## config.mk

```make
export PLATFORM = sky130hd
export DESIGN_NAME = preset_handler
export DESIGN_NICKNAME = d
export VERILOG_FILES = /design/src/preset_pkg.sv /design/src/sensor_region.sv /design/src/force_hold_timer.sv /design/src/preset_handler.sv
export SDC_FILE = /design/constraint.sdc
export NUM_CORES = 2
export LEC_CHECK = 0
export BUFFER_PORTS_ARGS = -buffer_cell sky130_fd_sc_hd__buf_4
export CORE_MARGIN = 5
export CORE_UTILIZATION = 25
export CTS_CLUSTER_DIAMETER = 30
export DETAILED_ROUTE_END_ITERATION = 6
export MAX_ROUTING_LAYER = met4
export PLACE_DENSITY = 0.47
export SYNTH_ARGS = -nofsm -noshare
export SYNTH_HDL_FRONTEND = slang
export SYNTH_SLANG_ARGS = --single-unit
export TNS_END_PERCENT = 50
```

## constraint.sdc

```tcl
create_clock -name core_clk_in -period 9.85 [get_ports core_clk_in]
set_input_delay 1.97 -clock core_clk_in [delete_from_list [all_inputs] [get_ports core_clk_in]]
set_output_delay 1.97 -clock core_clk_in [all_outputs]
set_load 0.005 [all_outputs]
```

## src/preset_pkg.sv

```systemverilog
// constants, types and register map of the single-register preset handler
package preset_pkg;

  // ---------------------------------------------------------------
  // sizes and codes
  // ---------------------------------------------------------------
  localparam int NUM_SENSORS = 8;
  localparam logic [15:0] WRITE_KEY = 16'h4000;
  localparam logic [15:0] CODE_ENGAGE = 16'h00ff;
  localparam logic [15:0] CODE_STOP = 16'h0000;
  localparam logic [15:0] PARAM_RESET = 16'h0000;
  localparam logic [7:0] EXC_ILLEGAL_ADDR = 8'h02;
  localparam logic [7:0] EXC_BAD_ROLE = 8'h03;
  localparam logic [7:0] EXC_NO_KEY = 8'h08;

  // ---------------------------------------------------------------
  // sensor regions: internal address = base + span * region + offset
  // ---------------------------------------------------------------
  localparam logic [15:0] REGION_BASE = 16'h07d0;
  localparam logic [15:0] REGION_SPAN = 16'h0064;
  localparam logic [3:0] REGION_ALL = 4'h0;
  localparam logic [3:0] REGION_UNIT = 4'h9;
  localparam logic [6:0] OFS_ALARM_LOW = 7'h03;
  localparam logic [6:0] OFS_ALARM_MID = 7'h04;
  localparam logic [6:0] OFS_ALARM_HIGH = 7'h05;
  localparam logic [6:0] OFS_CALIBRATION = 7'h06;
  localparam logic [6:0] OFS_ZONE = 7'h0a;
  localparam logic [6:0] OFS_SELF_TEST = 7'h27;

  // ---------------------------------------------------------------
  // unit registers (region nine)
  // ---------------------------------------------------------------
  localparam logic [15:0] CLOCK_MONTH_PENDING = 16'h0b5f;
  localparam logic [15:0] CLOCK_DAY_PENDING = 16'h0b60;
  localparam logic [15:0] CLOCK_YEAR_PENDING = 16'h0b61;
  localparam logic [15:0] CLOCK_HOURS_PENDING = 16'h0b62;
  localparam logic [15:0] CLOCK_MINUTES_PENDING = 16'h0b63;
  localparam logic [15:0] CLOCK_SECONDS_PENDING = 16'h0b64;
  localparam logic [15:0] CLOCK_COMMIT = 16'h0b65;
  localparam logic [15:0] DIAG_FORCE_OUTPUTS = 16'h0b66;
  localparam logic [15:0] LISTEN_ONLY_ENGAGE = 16'h0b67;
  localparam logic [15:0] LISTEN_ONLY_RESTORE = 16'h0b68;

  // diagnostic force field: bits 0..3 relay coils, bit 4 lamp swap
  localparam int DIAG_FORCE_LSB = 0;
  localparam int DIAG_FORCE_WIDTH = 5;
  localparam logic [4:0] DIAG_FORCE_RESET = 5'h00;

  // ---------------------------------------------------------------
  // timing
  // ---------------------------------------------------------------
  localparam longint unsigned CLK_HZ = 64'd100_000_000;
  localparam longint unsigned FORCE_HOLD_S = 64'd30;
  localparam longint unsigned FORCE_HOLD_CYCLES = FORCE_HOLD_S * CLK_HZ;

  // ---------------------------------------------------------------
  // types
  // ---------------------------------------------------------------
  typedef enum logic [1:0] {
    ROLE_SINGLE = 2'b00,
    ROLE_UNIQUE = 2'b01,
    ROLE_IDENTICAL = 2'b10
  } sensor_role_type;

  typedef enum logic {
    MODE_NORMAL = 1'b0,
    MODE_LISTEN = 1'b1
  } link_mode_type;

  typedef enum logic {
    RESP_ECHO = 1'b0,
    RESP_EXCEPTION = 1'b1
  } resp_kind_type;

  typedef struct packed {
    logic broadcast;
    logic [15:0] reg_addr;
    logic [15:0] value;
  } preset_req_type;

  typedef struct packed {
    resp_kind_type kind;
    logic [7:0] exc_code;
    logic [15:0] reg_addr;
    logic [15:0] value;
  } preset_resp_type;

  typedef struct packed {
    logic [15:0] alarm_low;
    logic [15:0] alarm_mid;
    logic [15:0] alarm_high;
    logic [15:0] calibration;
    logic [15:0] zone;
    logic [15:0] self_test;
  } sensor_params_type;

  typedef struct packed {
    logic [15:0] month;
    logic [15:0] day;
    logic [15:0] year;
    logic [15:0] hours;
    logic [15:0] minutes;
    logic [15:0] seconds;
  } unit_clock_type;

endpackage

```

## src/sensor_region.sv

```systemverilog
// per-sensor preset registers: set points, calibration, zone, self test
module sensor_region
  import preset_pkg::*;
(
  input wire logic core_clk_in,
  input wire logic reset_in,
  input wire logic ce_in,
  input wire logic wr_en_in,
  input wire logic [6:0] ofs_in,
  input wire logic [15:0] data_in,
  output sensor_params_type params_out,
  output logic self_test_run_out
);

  sensor_params_type params_q, params_d;
  logic run_q, run_d;

  // ---------------------------------------------------------------
  // next values
  // ---------------------------------------------------------------
  // offset already qualified by the caller; unknown offsets change nothing
  always_comb begin
    params_d = params_q;
    run_d = run_q;
    if (wr_en_in) begin
      case (ofs_in)
        OFS_ALARM_LOW: params_d.alarm_low = data_in;
        OFS_ALARM_MID: params_d.alarm_mid = data_in;
        OFS_ALARM_HIGH: params_d.alarm_high = data_in;
        OFS_CALIBRATION: params_d.calibration = data_in;
        OFS_ZONE: params_d.zone = data_in;
        OFS_SELF_TEST: begin
          params_d.self_test = data_in;
          // other codes are stored but leave the test as it is
          if (data_in == CODE_ENGAGE) run_d = 1'b1;
          else if (data_in == CODE_STOP) run_d = 1'b0;
        end
        default: params_d = params_q;
      endcase
    end
  end

  // ---------------------------------------------------------------
  // registers
  // ---------------------------------------------------------------
  always_ff @(posedge core_clk_in) begin
    if (reset_in) begin
      params_q <= '{PARAM_RESET, PARAM_RESET, PARAM_RESET,
                    PARAM_RESET, PARAM_RESET, PARAM_RESET};
      run_q <= 1'b0;
    end else if (ce_in) begin
      params_q <= params_d;
      run_q <= run_d;
    end
  end

  assign params_out = params_q;
  assign self_test_run_out = run_q;

endmodule // sensor_region

```

## src/force_hold_timer.sv

```systemverilog
// holds diagnostic forces for a fixed time after each write
module force_hold_timer
  import preset_pkg::*;
#(
  parameter logic [31:0] HOLD_CYCLES = 32'(FORCE_HOLD_CYCLES)
) (
  input wire logic core_clk_in,
  input wire logic reset_in,
  input wire logic ce_in,
  input wire logic load_in,
  input wire logic [4:0] force_in,
  output logic [4:0] force_out
);

  logic [31:0] count_q, count_d;
  logic [4:0] force_q, force_d;

  // ---------------------------------------------------------------
  // next values
  // ---------------------------------------------------------------
  // a rewrite restarts the window, so a polling master can hold forever
  always_comb begin
    count_d = count_q;
    force_d = force_q;
    if (load_in) begin
      force_d = force_in;
      count_d = HOLD_CYCLES;
    end else if (count_q == 32'h0000_0001) begin
      count_d = 32'h0000_0000;
      force_d = DIAG_FORCE_RESET;
    end else if (count_q != 32'h0000_0000) begin
      count_d = count_q - 32'h0000_0001;
    end
  end

  // ---------------------------------------------------------------
  // registers
  // ---------------------------------------------------------------
  always_ff @(posedge core_clk_in) begin
    if (reset_in) begin
      count_q <= 32'h0000_0000;
      force_q <= DIAG_FORCE_RESET;
    end else if (ce_in) begin
      count_q <= count_d;
      force_q <= force_d;
    end
  end

  assign force_out = force_q;

endmodule // force_hold_timer

```

## src/preset_handler.sv

```systemverilog
// single-register preset command interpreter for a multi-sensor unit
//
// Function
// - broadcasts refused except listen-only pair
// - region zero write goes to every attached sensor
// - one 16-bit value, no counts
// - set points and calibration at alarm_low_setpoint..calibration_value
// - self test: start code runs, zero stops
// - region-zero zone/self test need multi-sensor role
// - six pending clock registers held
// - commit set code loads clock; zero clears
// - force bits drive coils and lamp swap
// - force releases after thirty seconds unless rewritten
// - listen-only engage silences all but restore
// - restore resumes responses
// - success answered by exact echo after update
// - invalid address gives exception code 2
// - missing key gives exception 8, no change
// - regions at multiples of hundred; zero, nine special
module preset_handler
  import preset_pkg::*;
#(
  parameter logic [31:0] FORCE_CYCLES = 32'(FORCE_HOLD_CYCLES)
) (
  input wire logic core_clk_in,
  input wire logic reset_in,
  input wire logic ce_in,
  input wire logic req_valid_in,
  input preset_req_type req_in,
  input wire logic [3:0] sensors_attached_in,
  input sensor_role_type sensor_role_in,
  output logic resp_valid_out,
  output preset_resp_type resp_out,
  output sensor_params_type [NUM_SENSORS-1:0] sensor_params_out,
  output logic [NUM_SENSORS-1:0] self_test_run_out,
  output unit_clock_type clock_pending_out,
  output logic clock_commit_pending_out,
  output logic clock_load_out,
  output logic [3:0] relay_force_out,
  output logic led_swap_out,
  output logic listen_only_out
);

  // ---------------------------------------------------------------
  // address decode
  // ---------------------------------------------------------------
  logic [3:0] region;
  logic [6:0] ofs;
  logic in_map;
  logic sensor_ofs_ok;
  logic zone_or_test;
  logic unit_ok;
  logic region_ok;
  logic [15:0] rel_addr;

  // split the address into region and offset by range compare;
  // cheaper than a divider and regions are few
  always_comb begin
    region = REGION_ALL;
    ofs = 7'h00;
    in_map = 1'b0;
    rel_addr = 16'h0000;
    for (int r = 0; r < 10; r++) begin
      rel_addr = req_in.reg_addr - REGION_BASE - 16'(r) * REGION_SPAN;
      if (req_in.reg_addr >= REGION_BASE + 16'(r) * REGION_SPAN &&
          rel_addr < REGION_SPAN) begin
        region = 4'(r);
        ofs = rel_addr[6:0];
        in_map = 1'b1;
      end
    end
  end

  // which offsets and unit registers take a preset
  always_comb begin
    sensor_ofs_ok = (ofs == OFS_ALARM_LOW) || (ofs == OFS_ALARM_MID) ||
                    (ofs == OFS_ALARM_HIGH) || (ofs == OFS_CALIBRATION) ||
                    (ofs == OFS_ZONE) || (ofs == OFS_SELF_TEST);
    zone_or_test = (ofs == OFS_ZONE) || (ofs == OFS_SELF_TEST);
    unit_ok = (req_in.reg_addr >= CLOCK_MONTH_PENDING) &&
              (req_in.reg_addr <= LISTEN_ONLY_RESTORE);
    if (!in_map) begin
      region_ok = 1'b0;
    end else if (region == REGION_UNIT) begin
      region_ok = unit_ok;
    end else if (region == REGION_ALL) begin
      region_ok = sensor_ofs_ok && (sensors_attached_in != 4'h0);
    end else if (sensor_role_in == ROLE_SINGLE) begin
      // single role exposes only the first sensor region
      region_ok = sensor_ofs_ok && (region == 4'h1);
    end else begin
      region_ok = sensor_ofs_ok && (region <= sensors_attached_in);
    end
  end

  // ---------------------------------------------------------------
  // command checks
  // ---------------------------------------------------------------
  link_mode_type mode_q, mode_d;
  logic is_listen_pair;
  logic is_restore;
  logic take;
  logic role_bad;
  logic key_ok;
  logic do_write;
  logic [15:0] stripped;
  logic [7:0] exc_code;
  logic exc;

  always_comb begin
    is_restore = (req_in.reg_addr == LISTEN_ONLY_RESTORE);
    is_listen_pair = is_restore ||
                     (req_in.reg_addr == LISTEN_ONLY_ENGAGE);
    // value must carry the key; anything below it is refused
    key_ok = (req_in.value >= WRITE_KEY);
    stripped = req_in.value - WRITE_KEY;
    role_bad = (region == REGION_ALL) && zone_or_test &&
               ((sensor_role_in == ROLE_SINGLE) ||
                (sensors_attached_in < 4'h2));
    // broadcast and listen-only both filter before any decode
    take = req_valid_in &&
           (!req_in.broadcast || is_listen_pair) &&
           ((mode_q == MODE_NORMAL) || is_restore);
    if (!region_ok) begin
      exc = 1'b1;
      exc_code = EXC_ILLEGAL_ADDR;
    end else if (role_bad) begin
      exc = 1'b1;
      exc_code = EXC_BAD_ROLE;
    end else if (!key_ok) begin
      exc = 1'b1;
      exc_code = EXC_NO_KEY;
    end else begin
      exc = 1'b0;
      exc_code = 8'h00;
    end
    do_write = take && !exc;
  end

  // ---------------------------------------------------------------
  // sensor regions
  // ---------------------------------------------------------------
  logic [NUM_SENSORS-1:0] sensor_wr;

  // region zero fans out to every attached sensor
  always_comb begin
    for (int s = 0; s < NUM_SENSORS; s++) begin
      sensor_wr[s] = do_write &&
                     (4'(s + 1) <= sensors_attached_in) &&
                     ((region == REGION_ALL) ||
                      (region == 4'(s + 1)));
    end
  end

  generate
    for (genvar g = 0; g < NUM_SENSORS; g++) begin : gen_sensor
      sensor_region u_region (
        .core_clk_in(core_clk_in),
        .reset_in(reset_in),
        .ce_in(ce_in),
        .wr_en_in(sensor_wr[g]),
        .ofs_in(ofs),
        .data_in(stripped),
        .params_out(sensor_params_out[g]),
        .self_test_run_out(self_test_run_out[g])
      );
    end
  endgenerate

  // ---------------------------------------------------------------
  // unit registers and mode
  // ---------------------------------------------------------------
  unit_clock_type clock_q, clock_d;
  logic commit_q, commit_d;
  logic load_q, load_d;
  logic unit_wr;
  logic force_load;

  always_comb begin
    clock_d = clock_q;
    commit_d = commit_q;
    load_d = 1'b0;
    mode_d = mode_q;
    unit_wr = do_write && (region == REGION_UNIT);
    force_load = unit_wr && (req_in.reg_addr == DIAG_FORCE_OUTPUTS);
    if (unit_wr) begin
      if (req_in.reg_addr == CLOCK_MONTH_PENDING) begin
        clock_d.month = stripped;
      end else if (req_in.reg_addr == CLOCK_DAY_PENDING) begin
        clock_d.day = stripped;
      end else if (req_in.reg_addr == CLOCK_YEAR_PENDING) begin
        clock_d.year = stripped;
      end else if (req_in.reg_addr == CLOCK_HOURS_PENDING) begin
        clock_d.hours = stripped;
      end else if (req_in.reg_addr == CLOCK_MINUTES_PENDING) begin
        clock_d.minutes = stripped;
      end else if (req_in.reg_addr == CLOCK_SECONDS_PENDING) begin
        clock_d.seconds = stripped;
      end else if (req_in.reg_addr == CLOCK_COMMIT) begin
        if (stripped == CODE_ENGAGE) begin
          commit_d = 1'b1;
          load_d = 1'b1;
        end else if (stripped == CODE_STOP) begin
          commit_d = 1'b0;
        end
      end else if (req_in.reg_addr == LISTEN_ONLY_ENGAGE) begin
        if (stripped == CODE_ENGAGE) mode_d = MODE_LISTEN;
      end else if (req_in.reg_addr == LISTEN_ONLY_RESTORE) begin
        if (stripped == CODE_ENGAGE) mode_d = MODE_NORMAL;
      end
    end
  end

  always_ff @(posedge core_clk_in) begin
    if (reset_in) begin
      clock_q <= '{PARAM_RESET, PARAM_RESET, PARAM_RESET,
                   PARAM_RESET, PARAM_RESET, PARAM_RESET};
      commit_q <= 1'b0;
      load_q <= 1'b0;
      mode_q <= MODE_NORMAL;
    end else if (ce_in) begin
      clock_q <= clock_d;
      commit_q <= commit_d;
      load_q <= load_d;
      mode_q <= mode_d;
    end
  end

  // ---------------------------------------------------------------
  // diagnostic force hold
  // ---------------------------------------------------------------
  logic [4:0] force_now;

  force_hold_timer #(
    .HOLD_CYCLES(FORCE_CYCLES)
  ) u_force (
    .core_clk_in(core_clk_in),
    .reset_in(reset_in),
    .ce_in(ce_in),
    .load_in(force_load),
    .force_in(stripped[DIAG_FORCE_LSB +: DIAG_FORCE_WIDTH]),
    .force_out(force_now)
  );

  // ---------------------------------------------------------------
  // response
  // ---------------------------------------------------------------
  preset_resp_type resp_q, resp_d;
  logic resp_valid_q, resp_valid_d;

  // broadcasts never answer; the engage write itself goes silent,
  // the restore write answers again
  always_comb begin
    resp_d = resp_q;
    resp_valid_d = 1'b0;
    if (take && !req_in.broadcast &&
        !(do_write && (mode_d == MODE_LISTEN))) begin
      resp_valid_d = 1'b1;
      resp_d.reg_addr = req_in.reg_addr;
      resp_d.value = req_in.value;
      resp_d.kind = exc ? RESP_EXCEPTION : RESP_ECHO;
      resp_d.exc_code = exc_code;
    end
  end

  always_ff @(posedge core_clk_in) begin
    if (reset_in) begin
      resp_q <= '{RESP_ECHO, 8'h00, 16'h0000, 16'h0000};
      resp_valid_q <= 1'b0;
    end else if (ce_in) begin
      resp_q <= resp_d;
      resp_valid_q <= resp_valid_d;
    end
  end

  // ---------------------------------------------------------------
  // outputs
  // ---------------------------------------------------------------
  assign resp_valid_out = resp_valid_q;
  assign resp_out = resp_q;
  assign clock_pending_out = clock_q;
  assign clock_commit_pending_out = commit_q;
  assign clock_load_out = load_q;
  assign relay_force_out = force_now[3:0];
  assign led_swap_out = force_now[4];
  assign listen_only_out = (mode_q == MODE_LISTEN);

endmodule // preset_handler

```

==> results.tsv <==
metric	value	unit
run status	completed	
die height	407.0	um
Fmax	121.9	MHz
Vias/cell	4.751	
Post-CTS Setup Inserts	0	
critical path type	in -> reg	
Buf/Inv on CP	4	
final core occ	36.66	%
Num CTS Buffers	275	
Mapped Cells	4292	
PD cells	234.7	mW/mm^2
Fin Setup TNS	0	ps
Starting Density	25.19	%
row count	145	
number of remaining DRC errors	0	
largest net degree at the start of global routing	232	
Slew HR	12.52	%
synthesized flop and latch total	949	
kind of end point of the critical path	flip-flop	
Ports	965	
Most Frequent Cell on Critical Path	ha_1	
Leakage Power	24.02	nW
leading area contributor after synthesis	dfxtp_1	
Worst-path clk slew	40	ps
DR pass1 iterations	5	
CORE AREA	0.1564	sq mm
# hold bufs at CTS	0	
count of antenna-violating nets left after detailed routing	0	
number of synthesized flops with an enable pin	0	
Hold Violations, Final	0	
slowest CP cell	or4_1	
critical path's top delay family	simple AND/OR/NAND/NOR gates	
DIE AREA	0.1656	sq mm
clock sinks	949	
GRT overflow	0	
Synth cell types	113	
H-tree Lvls	5	
Clk Latency, worst-skew pair	880	ps
GRT Resource Usage Total	22.78	%
post-synthesis instance area	0.03940	sq mm
top-area cell type share of the netlist area	48.22	%
port bufs	959	
Post-CTS Resized	0	
largest cells by area after synthesis	dfxtp_1 (48%), mux2i_1 (16%), nor2_1 (7.5%)	
average routed wire per standard cell	25.59	um
ys flop type	dfxtp_1	
number of global-route vias before repair	34824	
first-pass GRT wire length	265.3	mm
crit path time final	8201	ps
Final nets	5340	
Async S/R FF share, synth	0	%
Final Cycle Share	83.26	%
Seq/Total Area, Yosys	48.22	%
filler cell count	15908	
DR iter-0 viols	2579	
max-cap viol count	0	
pre-CTS setup slack	1001	ps
width of the die	407.0	um
hold slack final	446.8	ps
peak supply drop	0.2310	mV
DRT Wirelength	192.1	mm
Final Max Tran Viols	0	
final worst slack	1649	ps
clk buf depth	4	
Worst-Margin Slew	1312	ps
data arrival time of the worst path	8980	ps
Worst path max stage delay	650	ps
Ys Warns	0	
HPWL Detailed	131.0	mm
CP max FO	16	
CTS root buffer	clkbuf_16	
placer congestion estimate	0.8791	
worst hold path class	reg -> reg	
P&R area growth vs syn	45.55	%
Worst Clk Skew	49.58	ps
Setup-failing EPs final	0	
syn_area_per_cell	9.179	sq um
CP required	10630	ps
share of cells above drive strength 1	29.23	%
CTS tree	built	
via count	35678	
CP Launch Type	input port	
RSZ-0062 raised after global routing	false	
initial antenna violation count	4	
[layout by cell type (no fill, tap or decap), types with 13 or more instances in the layout]
cell type  instances
a211oi_1          65
a21o_1            13
a21oi_1          271
a31oi_1           14
and2_1            17
buf_4           1064
bufinv_16         24
clkbuf_1          55
clkbuf_16        283
clkbuf_8          44
clkinv_2          42
dfxtp_1          949
ha_1              34
inv_1             33
mux2i_1          648
nand2_1          436
nand2b_1          79
nand3_1           32
nand4_1           16
nor2_1           783
nor2b_1           25
nor3_1            58
nor4_1            30
o21ai_0           59
o31ai_1           13
or2_2             16
or3_1             21
or4_1             18
xnor2_1           28
[synth_stat cells, types with 6 or more instances]
library cell  number
nand2b_1          79
a22oi_1            6
inv_1             33
nor2b_1           25
o31ai_1           14
a2111oi_4          9
and4_1             9
o211ai_1          12
o21a_1             8
buf_4             25
buf_2            111
nor3_1            61
a21o_1            13
nand4_1           16
o21ai_1            6
a31oi_1           14
buf_6             14
xnor2_1           28
a21oi_1          272
and2_1            18
or3_1             21
nand3_1           32
nand2_1          436
a211oi_1          65
dfxtp_1          949
o21ai_0           59
xor2_1            12
nor2_1           783
and3_1             6
a211o_1            8
clkbuf_1         212
mux2i_1          648
o31a_1             6
nand3_2            8
nor4_1            30
or2_2             16
buf_1             18
or4_1             18
ha_1              35
nor2_2            16
[state kept, by name (all words and copies together) (netlist names)]
name,count
gen_sensor.u_region.self_test_run_out,8
u_force.count_q,32
u_force.force_out,5
clock_load_out,1
gen_sensor.u_region.params_out,768
listen_only_out,1
clock_pending_out,96
clock_commit_pending_out,1
resp_out,36
resp_valid_out,1
[cells by family (layout without fill, tap and decap cells)]
group           count (synthesis)  in the layout  share of synthesized area [%]
xor+xnor                       44             44                          1.054
flops                         949            949                          48.22
other cells                     1              6                       0.009519
buf+inv                       419           1573                          4.850
compound gates                575            575                          9.944
simple gates                 1618           1618                          18.26
mux                           651            651                          16.55
fa+ha+maj                      35             35                          1.112
[worst paths after layout]
kind	start	to	slack, ps	cells past startpoint
setup / recovery	req_in[20]	gen_sensor[1].u_region.self_test_run_out	1650	27
hold / removal	gen_sensor[0].u_region.params_out[89]	gen_sensor[0].u_region.params_out[89]	450	2
setup reg to reg	u_force.count_q[9]	u_force.count_q[26]	6130	9
hold reg to reg	gen_sensor[0].u_region.params_out[89]	gen_sensor[0].u_region.params_out[89]	450	2
[per-stage QoR]
| step | cells | area (sq um) | power, mW |
|---|---|---|---|
| 6_report | 7509 | 57340 | 13.46 |
| 5_1_grt | 7509 | 57340 | 13.92 |
| 4_1_cts | 7508 | 57340 | 13.60 |
| 3_5_place_dp | 7043 | 48370 | 4.951 |
| 3_3_place_gp | 7043 | 48370 | 4.953 |
| 2_1_floorplan | 4296 | 39410 | 4.636 |
[report_power, final]
group,switching [mW],internal (mW)
clock network,2.46,6.11
logic,0.662,0.272
registers,0.0492,3.91
[cell type report]
cell class / count / area (sq um) / share of cell area, %
diodes: 1 / 2.502 / 0.004364
clock inverters: 83 / 1069 / 1.864
flip-flops and latches: 949 / 19000 / 33.13
clock buffers: 382 / 7894 / 13.77
inverters: 39 / 146.4 / 0.2553
multi-input cells: 2928 / 18570 / 32.39
well taps: 2058 / 2575 / 4.491
repair buffers: 1069 / 8083 / 14.10
[worst register-to-register path, stage by stage (launching register included)]
cell and delay [ps]:
dfxtp_1 350, or3_1 440, or4_1 440, or2_2 370, nor3_1 130, and2_1 570
o31a_1 510, nand3_1 230, or4_1 440, a21oi_1 150
[metal layers]
layer	track usage, %	wire [um]	vias up	part of all wire, %
met5	-	0	-	0
met4	8.146	7052	0	3.7
met3	6.282	13230	369	6.9
met2	37.53	93110	1277	48
met1	26.70	78740	17468	41
li1	-	-	16564	-
(Power assumes the default switching activity.)
